**src/rtl/dbg_state_defs.svh**
```systemverilog
`ifndef DBG_STATE_DEFS_SVH
`define DBG_STATE_DEFS_SVH

// ----------------------------------------
// system register encodings {op0,op1,crn,crm,op2}
// ----------------------------------------
`define SAVED_STATUS_ENC 16'hDA28
`define HYP_DBG_CFG_ENC 16'hE089

// ----------------------------------------
// saved status fields
// ----------------------------------------
`define SS_NZCV_HI 31
`define SS_NZCV_LO 28
`define SS_PAN_BIT 22
`define SS_STEP_BIT 21
`define SS_ILL_BIT 20
`define SS_GE_HI 19
`define SS_GE_LO 16
`define SS_IT_HI 15
`define SS_IT_LO 10
`define SS_E_BIT 9
`define SS_T_BIT 5
`define SS_M4_BIT 4
`define SS_ABT_BIT 8
`define SS_IRQ_BIT 7
`define SS_FIQ_BIT 6
`define SS_RES0_64 32'h0F8FFC20
`define SS_RES0_32 32'hFF800000

// ----------------------------------------
// hyp debug config fields
// ----------------------------------------
`define HDC_GCD_BIT 17
`define HDC_ROM_BIT 11
`define HDC_TDA_BIT 9
`define HDC_WMASK 32'h00020FFF
`define HDC_RESET 32'h00000000

`endif

```
**src/rtl/dbg_state_pkg.sv**
```systemverilog
package dbg_state_pkg;
	typedef enum logic [1:0] {
		EL0 = 2'b00,
		EL1 = 2'b01,
		EL2 = 2'b10,
		EL3 = 2'b11
	} el_e;

	typedef enum logic [2:0] {
		TRAP_NONE = 3'b000,
		TRAP_DEBUG = 3'b001,
		TRAP_EL2 = 3'b010,
		TRAP_EL3 = 3'b011,
		TRAP_UNDEF = 3'b100
	} trap_e;
endpackage

```
**src/rtl/dbg_trap_check.sv**
```systemverilog
`timescale 1ns/1ps
`default_nettype none
`include "dbg_state_defs.svh"

// ----------------------------------------
// trap priority for one debug register access
// ----------------------------------------
module dbg_trap_check (
	input wire logic [1:0] cur_el,
	input wire logic nonsecure,
	input wire logic el2_impl,
	input wire logic el3_impl,
	input wire logic external_debug_trap_ctl,
	input wire logic os_lock_flag,
	input wire logic hyp_debug_access_trap,
	input wire logic monitor_debug_access_trap,
	output dbg_state_pkg::trap_e trap
);
	always_comb begin
		trap = dbg_state_pkg::TRAP_NONE;
		// debug halt trap has the highest priority
		if (external_debug_trap_ctl && !os_lock_flag && cur_el != 2'h0) begin
			trap = dbg_state_pkg::TRAP_DEBUG;
		end else if (el2_impl && nonsecure && hyp_debug_access_trap && cur_el == 2'h1) begin
			trap = dbg_state_pkg::TRAP_EL2;
		end else if (el3_impl && monitor_debug_access_trap &&
			(cur_el == 2'h1 || cur_el == 2'h2)) begin
			trap = dbg_state_pkg::TRAP_EL3;
		end
	end
endmodule
`default_nettype wire

```
**src/rtl/dbg_state_regs.sv**
```systemverilog
`timescale 1ns/1ps
`default_nettype none
`include "dbg_state_defs.svh"

// Functional notes
// - halt trap when external trap set, unlocked
// - hyp access trap for nonsecure EL1
// - monitor access trap for EL1, EL2
// - bit 22 saves and restores PRIV_ACCESS_NEVER
// - bits 21, 20 save step, illegal
// - bits 19:16 hold GE flags
// - bits 15:10 hold upper cond block
// - bit 9 is data byte order
// - byte order bit fixed per support
// - bits 8:6 hold abort, irq, fiq masks
// - bit 5 instruction set, 64-bit res0
// - bit 4 records entry execution state
// - 32-bit mode codes, listed nine valid
// - 64-bit flags 31:28, reserved zero bits
// - bit 9 masks same-level debug exceptions
// - 64-bit mode codes, el and sp
// - reserved 64-bit mode gives illegal return
// - saved status accessible only in debug
// - no EL2: config reads zero from EL3
// - config resets only into 64-bit state
// - bit 17 disables EL2 counting, resets 0
// - bit 11 traps nonsecure rom accesses

module dbg_state_regs #(
	parameter bit EL2_IMPL = 1'b1,
	parameter bit EL3_IMPL = 1'b1,
	parameter bit BIG_END_OK = 1'b1,
	parameter bit LITTLE_END_OK = 1'b1,
	parameter bit BIG_EL0_ONLY = 1'b0,
	parameter bit LITTLE_EL0_ONLY = 1'b0,
	parameter bit PAN_IMPL = 1'b1,
	parameter logic [4:0] COUNTER_NUM = 5'h06
) (
	input wire logic clk_sys,
	input wire logic sys_rst,
	input wire logic clk_en,
	input wire logic reset_to_64,
	// core state at entry
	input wire logic dbg_entry,
	input wire logic dbg_exit,
	input wire logic [31:0] core_pstate,
	// system register access
	input wire logic acc_valid,
	input wire logic acc_write,
	input wire logic [15:0] acc_enc,
	input wire logic [31:0] acc_wdata,
	// trap controls
	input wire logic [1:0] cur_el,
	input wire logic nonsecure,
	input wire logic external_debug_trap_ctl,
	input wire logic os_lock_flag,
	input wire logic monitor_debug_access_trap,
	input wire logic rom_access,
	// counter controls
	input wire logic secure_noninv_ok,
	input wire logic cycle_disable_prohibited,
	input wire logic [4:0] ctr_index,
	input wire logic ctr_is_cycle,
	// answers to the core
	output logic [31:0] acc_rdata,
	output logic acc_done,
	output dbg_state_pkg::trap_e acc_trap,
	output logic in_debug,
	output logic [31:0] restore_pstate,
	output logic restore_valid,
	output logic illegal_return,
	output logic debug_mask,
	output logic rom_addr_trap,
	output logic ctr_prohibit
);
	// ----------------------------------------
	// state
	// ----------------------------------------
	typedef struct packed {
		logic in_debug;
		logic [31:0] saved;
		logic [31:0] hcfg;
		logic [31:0] rdata;
		logic done;
		dbg_state_pkg::trap_e trap;
		logic [31:0] restore;
		logic restore_valid;
		logic illegal;
	} state_s;

	state_s st_q;
	state_s st_d;
	dbg_state_pkg::trap_e trap_w;
	logic hit_saved;
	logic hit_hcfg;

	dbg_trap_check u_trap (
		.cur_el(cur_el),
		.nonsecure(nonsecure),
		.el2_impl(EL2_IMPL),
		.el3_impl(EL3_IMPL),
		.external_debug_trap_ctl(external_debug_trap_ctl),
		.os_lock_flag(os_lock_flag),
		.hyp_debug_access_trap(st_q.hcfg[`HDC_TDA_BIT]),
		.monitor_debug_access_trap(monitor_debug_access_trap),
		.trap(trap_w)
	);

	// ----------------------------------------
	// helpers
	// ----------------------------------------
	// force the byte order bit where one order is missing
	function automatic logic fix_endian(input logic e, input logic to_el0);
		logic r;
		logic big_gone;
		logic little_gone;
		r = e;
		// support at the lowest level only does not count for a return elsewhere
		big_gone = !BIG_END_OK || (BIG_EL0_ONLY && !to_el0);
		little_gone = !LITTLE_END_OK || (LITTLE_EL0_ONLY && !to_el0);
		if (big_gone) begin
			r = 1'b0;
		end else if (little_gone) begin
			r = 1'b1;
		end
		return r;
	endfunction

	// clean a value by layout, chosen by bit 4
	// fields are copied one by one so reserved bits can never leak through
	function automatic logic [31:0] shape(input logic [31:0] v);
		logic [31:0] r;
		r = 32'h00000000;
		// fields shared by both layouts
		r[`SS_STEP_BIT] = v[`SS_STEP_BIT];
		r[`SS_ILL_BIT] = v[`SS_ILL_BIT];
		r[`SS_ABT_BIT] = v[`SS_ABT_BIT];
		r[`SS_IRQ_BIT] = v[`SS_IRQ_BIT];
		r[`SS_FIQ_BIT] = v[`SS_FIQ_BIT];
		r[`SS_M4_BIT] = v[`SS_M4_BIT];
		r[`SS_PAN_BIT] = PAN_IMPL ? v[`SS_PAN_BIT] : 1'b0;
		if (v[`SS_M4_BIT]) begin
			// narrow layout
			r[`SS_GE_HI:`SS_GE_LO] = v[`SS_GE_HI:`SS_GE_LO];
			r[`SS_IT_HI:`SS_IT_LO] = v[`SS_IT_HI:`SS_IT_LO];
			r[`SS_E_BIT] = fix_endian(v[`SS_E_BIT], v[3:0] == 4'h0);
			r[`SS_T_BIT] = v[`SS_T_BIT];
			r[3:0] = v[3:0];
		end else begin
			// wide layout: 27:23, 19:10 and 5 stay zero
			r[`SS_NZCV_HI:`SS_NZCV_LO] = v[`SS_NZCV_HI:`SS_NZCV_LO];
			r[`SS_E_BIT] = v[`SS_E_BIT];
			r[3:0] = v[3:0];
		end
		return r;
	endfunction

	// 64-bit mode field legality
	function automatic logic mode64_ok(input logic [3:0] m);
		logic ok;
		ok = 1'b0;
		case (m)
			4'h0, 4'h4, 4'h5, 4'h8, 4'h9, 4'hC, 4'hD: ok = 1'b1;
			default: ok = 1'b0;
		endcase
		if (m[3:2] == 2'h2 && !EL2_IMPL) begin
			ok = 1'b0;
		end
		if (m[3:2] == 2'h3 && !EL3_IMPL) begin
			ok = 1'b0;
		end
		return ok;
	endfunction

	// narrow layout mode field legality, nine listed codes
	function automatic logic mode32_ok(input logic [3:0] m);
		logic ok;
		ok = 1'b0;
		case (m)
			4'h0, 4'h1, 4'h2, 4'h3: ok = 1'b1;
			4'h6, 4'h7: ok = 1'b1;
			4'hA, 4'hB, 4'hF: ok = 1'b1;
			default: ok = 1'b0;
		endcase
		// the hyp and monitor modes need their levels
		if (m == 4'hA && !EL2_IMPL) begin
			ok = 1'b0;
		end
		if (m == 4'h6 && !EL3_IMPL) begin
			ok = 1'b0;
		end
		return ok;
	endfunction

	assign hit_saved = acc_enc == `SAVED_STATUS_ENC;
	assign hit_hcfg = acc_enc == `HYP_DBG_CFG_ENC;

	// ----------------------------------------
	// next state
	// ----------------------------------------
	always_comb begin
		st_d = st_q;
		st_d.done = 1'b0;
		st_d.restore_valid = 1'b0;
		st_d.illegal = 1'b0;
		st_d.trap = dbg_state_pkg::TRAP_NONE;

		// ----------------------------------------
		// debug state entry and exit
		// ----------------------------------------
		if (dbg_entry && !st_q.in_debug) begin
			// entry captures state, flags, masks and mode
			st_d.in_debug = 1'b1;
			st_d.saved = shape(core_pstate);
		end else if (dbg_exit && st_q.in_debug) begin
			st_d.in_debug = 1'b0;
			st_d.restore = shape(st_q.saved);
			st_d.restore_valid = 1'b1;
			if (!st_q.saved[`SS_M4_BIT] && !mode64_ok(st_q.saved[3:0])) begin
				st_d.illegal = 1'b1;
			end
		end


		// ----------------------------------------
		// register access
		// ----------------------------------------
		if (acc_valid) begin
			st_d.done = 1'b1;
			st_d.rdata = 32'h00000000;
			if (hit_saved) begin
				if (!st_q.in_debug) begin
					st_d.trap = dbg_state_pkg::TRAP_UNDEF;
				end else if (acc_write) begin
					st_d.saved = shape(acc_wdata);
					// reserved narrow modes are unpredictable: keep the old mode
					if (acc_wdata[`SS_M4_BIT] && !mode32_ok(acc_wdata[3:0])) begin
						st_d.saved[3:0] = st_q.saved[3:0];
					end
				end else begin
					st_d.rdata = st_q.saved;
				end
			end else if (hit_hcfg) begin
				// the config register is for the hypervisor and the monitor only
				if (cur_el == 2'h0 || cur_el == 2'h1) begin
					st_d.trap = dbg_state_pkg::TRAP_UNDEF;
				end else if (cur_el == 2'h2 && EL3_IMPL && monitor_debug_access_trap) begin
					st_d.trap = dbg_state_pkg::TRAP_EL3;
				end else if (!EL2_IMPL) begin
					st_d.rdata = 32'h00000000;
				end else if (acc_write) begin
					st_d.hcfg = acc_wdata & `HDC_WMASK;
				end else begin
					st_d.rdata = st_q.hcfg & `HDC_WMASK;
				end
			end else begin
				// every other debug encoding goes through the trap priority
				st_d.trap = trap_w;
			end
		end


		// ----------------------------------------
		// reset
		// ----------------------------------------
		// saved status keeps its contents: it only means something in debug
		if (sys_rst) begin
			st_d.in_debug = 1'b0;
			st_d.done = 1'b0;
			st_d.rdata = 32'h00000000;
			st_d.restore = 32'h00000000;
			// unknown outside 64-bit reset: keep old contents
			if (reset_to_64) begin
				st_d.hcfg = `HDC_RESET | {27'h0000000, COUNTER_NUM};
			end
		end
	end

	// ----------------------------------------
	// registers
	// ----------------------------------------
	// reset must act even while the enable is low
	always_ff @(posedge clk_sys) begin
		if (sys_rst || clk_en) begin
			st_q <= st_d;
		end
	end

	// ----------------------------------------
	// outputs
	// ----------------------------------------
	assign acc_rdata = st_q.rdata;
	assign acc_done = st_q.done;
	assign acc_trap = st_q.trap;
	assign in_debug = st_q.in_debug;
	assign restore_pstate = st_q.restore;
	assign restore_valid = st_q.restore_valid;
	assign illegal_return = st_q.illegal;

	// ----------------------------------------
	// derived controls
	// ----------------------------------------
	logic saved_wide;
	logic low_nonsecure;
	logic at_el2;
	logic hcfg_rom_trap;
	logic hcfg_count_off;
	logic [4:0] hcfg_partition;
	logic ctr_covered;

	always_comb begin
		saved_wide = !st_q.saved[`SS_M4_BIT];
		low_nonsecure = nonsecure && !cur_el[1];
		at_el2 = cur_el == 2'h2;
		hcfg_rom_trap = st_q.hcfg[`HDC_ROM_BIT];
		hcfg_count_off = st_q.hcfg[`HDC_GCD_BIT];
		hcfg_partition = st_q.hcfg[4:0];
		// event counters at or above the partition are never held off here; the cycle counter follows cycle_disable_prohibited
		if (ctr_is_cycle) begin
			ctr_covered = cycle_disable_prohibited;
		end else begin
			ctr_covered = ctr_index < hcfg_partition;
		end
	end

	// only same-level targets are masked by bit 9; higher targets are the core's call
	assign debug_mask = saved_wide && st_q.saved[`SS_E_BIT];
	assign rom_addr_trap = rom_access && low_nonsecure && hcfg_rom_trap;
	assign ctr_prohibit = at_el2 && hcfg_count_off && !secure_noninv_ok &&
		ctr_covered;
endmodule
`default_nettype wire

```
**config.mk**
```make
export PLATFORM = sky130hd
export DESIGN_NAME = dbg_state_regs
export DESIGN_NICKNAME = d
export VERILOG_FILES = /design/src/rtl/dbg_state_pkg.sv /design/src/rtl/dbg_trap_check.sv /design/src/rtl/dbg_state_regs.sv
export VERILOG_INCLUDE_DIRS = /design/src /design/src/rtl
export SDC_FILE = /design/constraint.sdc
export NUM_CORES = 1
export LEC_CHECK = 0
export BUFFER_PORTS_ARGS = -buffer_cell sky130_fd_sc_hd__buf_4
export CAP_MARGIN = 20
export CORE_AREA = 10 10 124 126
export DETAILED_ROUTE_END_ITERATION = 12
export DIE_AREA = 0 0 134 136
export PLACE_DENSITY = 0.71
export SETUP_SLACK_MARGIN = 0.3
export SYNTH_ARGS = -nofsm -noshare
export SYNTH_HDL_FRONTEND = slang
export SYNTH_SLANG_ARGS = --single-unit
```
**constraint.sdc**
```tcl
create_clock -name clk_sys -period 2.43 [get_ports clk_sys]
set_input_delay 0.1215 -clock clk_sys [delete_from_list [all_inputs] [get_ports clk_sys]]
set_output_delay 0.1215 -clock clk_sys [all_outputs]
set_load 0.01 [all_outputs]
```
==> impl_metrics.tcl <==
set metrics [dict create \
    status "complete, no violations" \
    crit_chain "inv_1 -> ha_1 -> a21o_1 -> a21o_1 -> a21o_1 -> a31oi_1 -> buf_4" \
    slowest_stage "edfxtp_1" \
    area_growth_pct 22.1 \
    grtUsageTotal_pct 15.3 \
    die_w_um 134 \
    switching_share_pct 23.0 \
    antenna_left 0 \
    dr_wl_met2_um 6680 \
    grt_first_pass_wirelength_um 22100 \
    core_um2 13000 \
    finalSetupTns_ns 0 \
    cts_buffers 9 \
    drt-met1-wl_um 5960 \
    cts_max_path_buffers 2 \
    async_flop_share_pct 0 \
    clkSinkCount 111 \
    seqPwrFrac_pct 52.9 \
    crit_fanout 3 \
    wl_met3_um 1390 \
    leakagePower_nw 2.96 \
    synthFlopType "edfxtp_1" \
    synth_edf_count 111 \
    avgSynthCellArea_um2 11.8 \
    share_clk_of_total_power_pct 34.8 \
    p_total_mw 4.52 \
    final_common_cell "buf_4" \
    powerDensity_nw_per_um2 648 \
    place_ws_ns 0.570 \
    worst_skew_pair.late_latency_ns 0.35 \
    slew_headroom_pct 42.2 \
    p_int_mw 3.48 \
    portBuffers 161 \
    hold_viol 0 \
    start_util_pct 44.0 \
    critPathRequiredTime_ns 2.31 \
    vias 3861 \
    top_layer "met4" \
    peakVddDrop_uv 327 \
    synth_seq_cells 111 \
    tightest_slew_ns 0.864 \
    syn_area_um2 5720 \
    finalSetupViolCount 0 \
    pwr-share-comb_pct 12.3 \
    diodes 0 \
    drv_slew 0 \
    finalWorstSetupSlack_ns 0.433 \
    die_area_um2 18200 \
    route.detailed.drc 0 \
    power.switching_mw 1.04 \
    reg2reg_slack_ns 0.68 \
    path_clk_slew_ns 0.08 \
    crit_type "register to primary output" \
    cts_tree "done" \
    synth_warnings 0 \
    worstSetupStartpointType "register" \
    final_util_pct 53.8 \
    antenna_found_initial 0 \
    layout_common_cells "buf_4, edfxtp_1, and2_1" \
    top_level_ports 177 \
    synth_cell_types 37 \
    hold_buffers 0 \
    cts_max_level 3 \
    drt-pass1-iter-count 5 \
    timing.final.crit_share_pct 82.2 \
    cts_setup_buffers 0 \
    drt_iter0_markers 395 \
    wl_per_cell_um 18.7 \
    row_count 42 \
    grt.overflow.total 0 \
    crit_buf_inv 2 \
    cp_top_family "compound AO/OA/AOI/OAI gates" \
    die_h_um 136 \
    layout.nets 689 \
    fill_cells 1101 \
    dp_hpwl_um 10400 \
    syn_inst 485 \
    synth-seq-area-share_pct 58.3 \
    grt_max_degree 61 \
    cts_root_buffer "clkbuf_16" \
    vias_per_cell 5.08 \
    cts_resized 0 \
    globalplace.congestion 0.795 \
    arrival_ns 1.88 \
    layout-drive-gt1-share_pct 34.6 \
    hold_ws_ns 0.0600 \
    crit_path_start "hcfg_partition[1]$_DFFE_PP_" \
    hold_path.startpoint "acc_wdata[6]" \
    timing.rr.start "in_debug$_SDFFCE_PP0P_" \
    cp-end-kind "primary output" \
    hold_path.class "input pin to register" \
    min_period_ns 2.00 \
    crit_top_cell "a21o_1" \
    grt_pass1_vias 4118 \
    totalWireLength_um 14200 \
    rsz0062_at_grt "no" \
    clock_skew_ns 0.00772 \
    cpPeakStageDelay_ns 0.44 \
    fmax_mhz 501 \
    cap_violations 0 \
]
registers in the layout, indices dropped and copies added (netlist names):
name	cells
illegal_return	1
st_q	38
hcfg_partition	5
in_debug	1
hcfg_count_off	1
restore_valid	1
acc_trap	3
acc_done	1
acc_rdata	32
restore_pstate	27
hcfg_rom_trap	1
per-stage QoR:
step / cell area, um^2 / cells
finish: 6980 / 760
global route: 6980 / 760
CTS: 6980 / 760
detailed placement: 6660 / 744
global placement: 6660 / 744
floorplan: 5730 / 489
power groups by stage:
stage	clock, mW	combinational [mW]	sequential [mW]
final	1.57	0.555	2.39
after global routing	1.67	0.612	2.42
after CTS	1.59	0.563	2.39
after detailed placement	0	0.562	2.44
after global placement	0	0.546	2.43
after floorplan	0	0.328	2.40
cells by family (layout without fill, tap and decap cells):
family,Yosys count,count (layout),synth area share (%)
AND/OR/NAND/NOR,167,167,17.7
flip-flops,111,111,58.3
buffers and inverters,103,198,11.6
AO/OA/AOI/OAI,84,84,8.65
multiplexers,12,12,2.10
adder cells (fa/ha/maj),7,7,1.53
other,1,5,0.0656
worst register-to-register path: cells and delay by family, from the launching register on:
kind | cells | cell delay, ns
buffers and inverters | 1 | 0.31
DFF | 1 | 0.35
and+or+nand+nor | 3 | 0.96
Yosys cell counts, types with 2 or more instances:
cell        n  area (um^2)
o21ai_0    38          190
buf_4      68          510
buf_1       2         7.51
clkbuf_2    4         20.0
ha_1        7         87.6
nor2_1     11         41.3
a21oi_1    21          105
nor3_1      4         20.0
nor2b_1     4         25.0
a22o_1     13          114
mux2i_1    12          120
nor4_4      3         63.8
a31oi_1     2         12.5
nand3_1    25          125
a21o_1      6         45.0
nand4b_1    2         17.5
inv_1       8         30.0
and4_1      2         17.5
nand2b_1    3         18.8
nand2_1    31          116
o31ai_1     2         15.0
nor3b_1    11         82.6
and3_1     22          138
buf_2       8         40.0
and2_1     39          244
o22ai_1     2         12.5
nand3b_1    4         30.0
edfxtp_1  111         3330
clkbuf_1   12         45.0
path summary, 6_finish.rpt:
path | to | cells after the start
max reg2reg | restore_pstate[13]$_SDFFCE_PP0P_ | 4
max | ctr_prohibit | 7
min | st_q[108]$_DFFE_PP_ | 3
min reg2reg | acc_rdata[26]$_SDFFCE_PP0P_ | 1
routing by layer:
metal,vias up,GRT usage (%)
li1,1870,-
met1,1801,18.5
met2,179,25.4
met3,11,4.76
met4,0,5.50
met5,-,0
cell type report:
type	count	area, um^2	share of cell area, %
clock buffers	9	225	3.23
clock inverters	7	96.3	1.38
inverters	8	30.0	0.430
multi-input cells	275	1740	25.0
flip-flops and latches	111	3330	47.8
well taps	176	220	3.15
repair buffers	174	1330	19.1
Note: power is estimated with default switching activity, not from simulation.
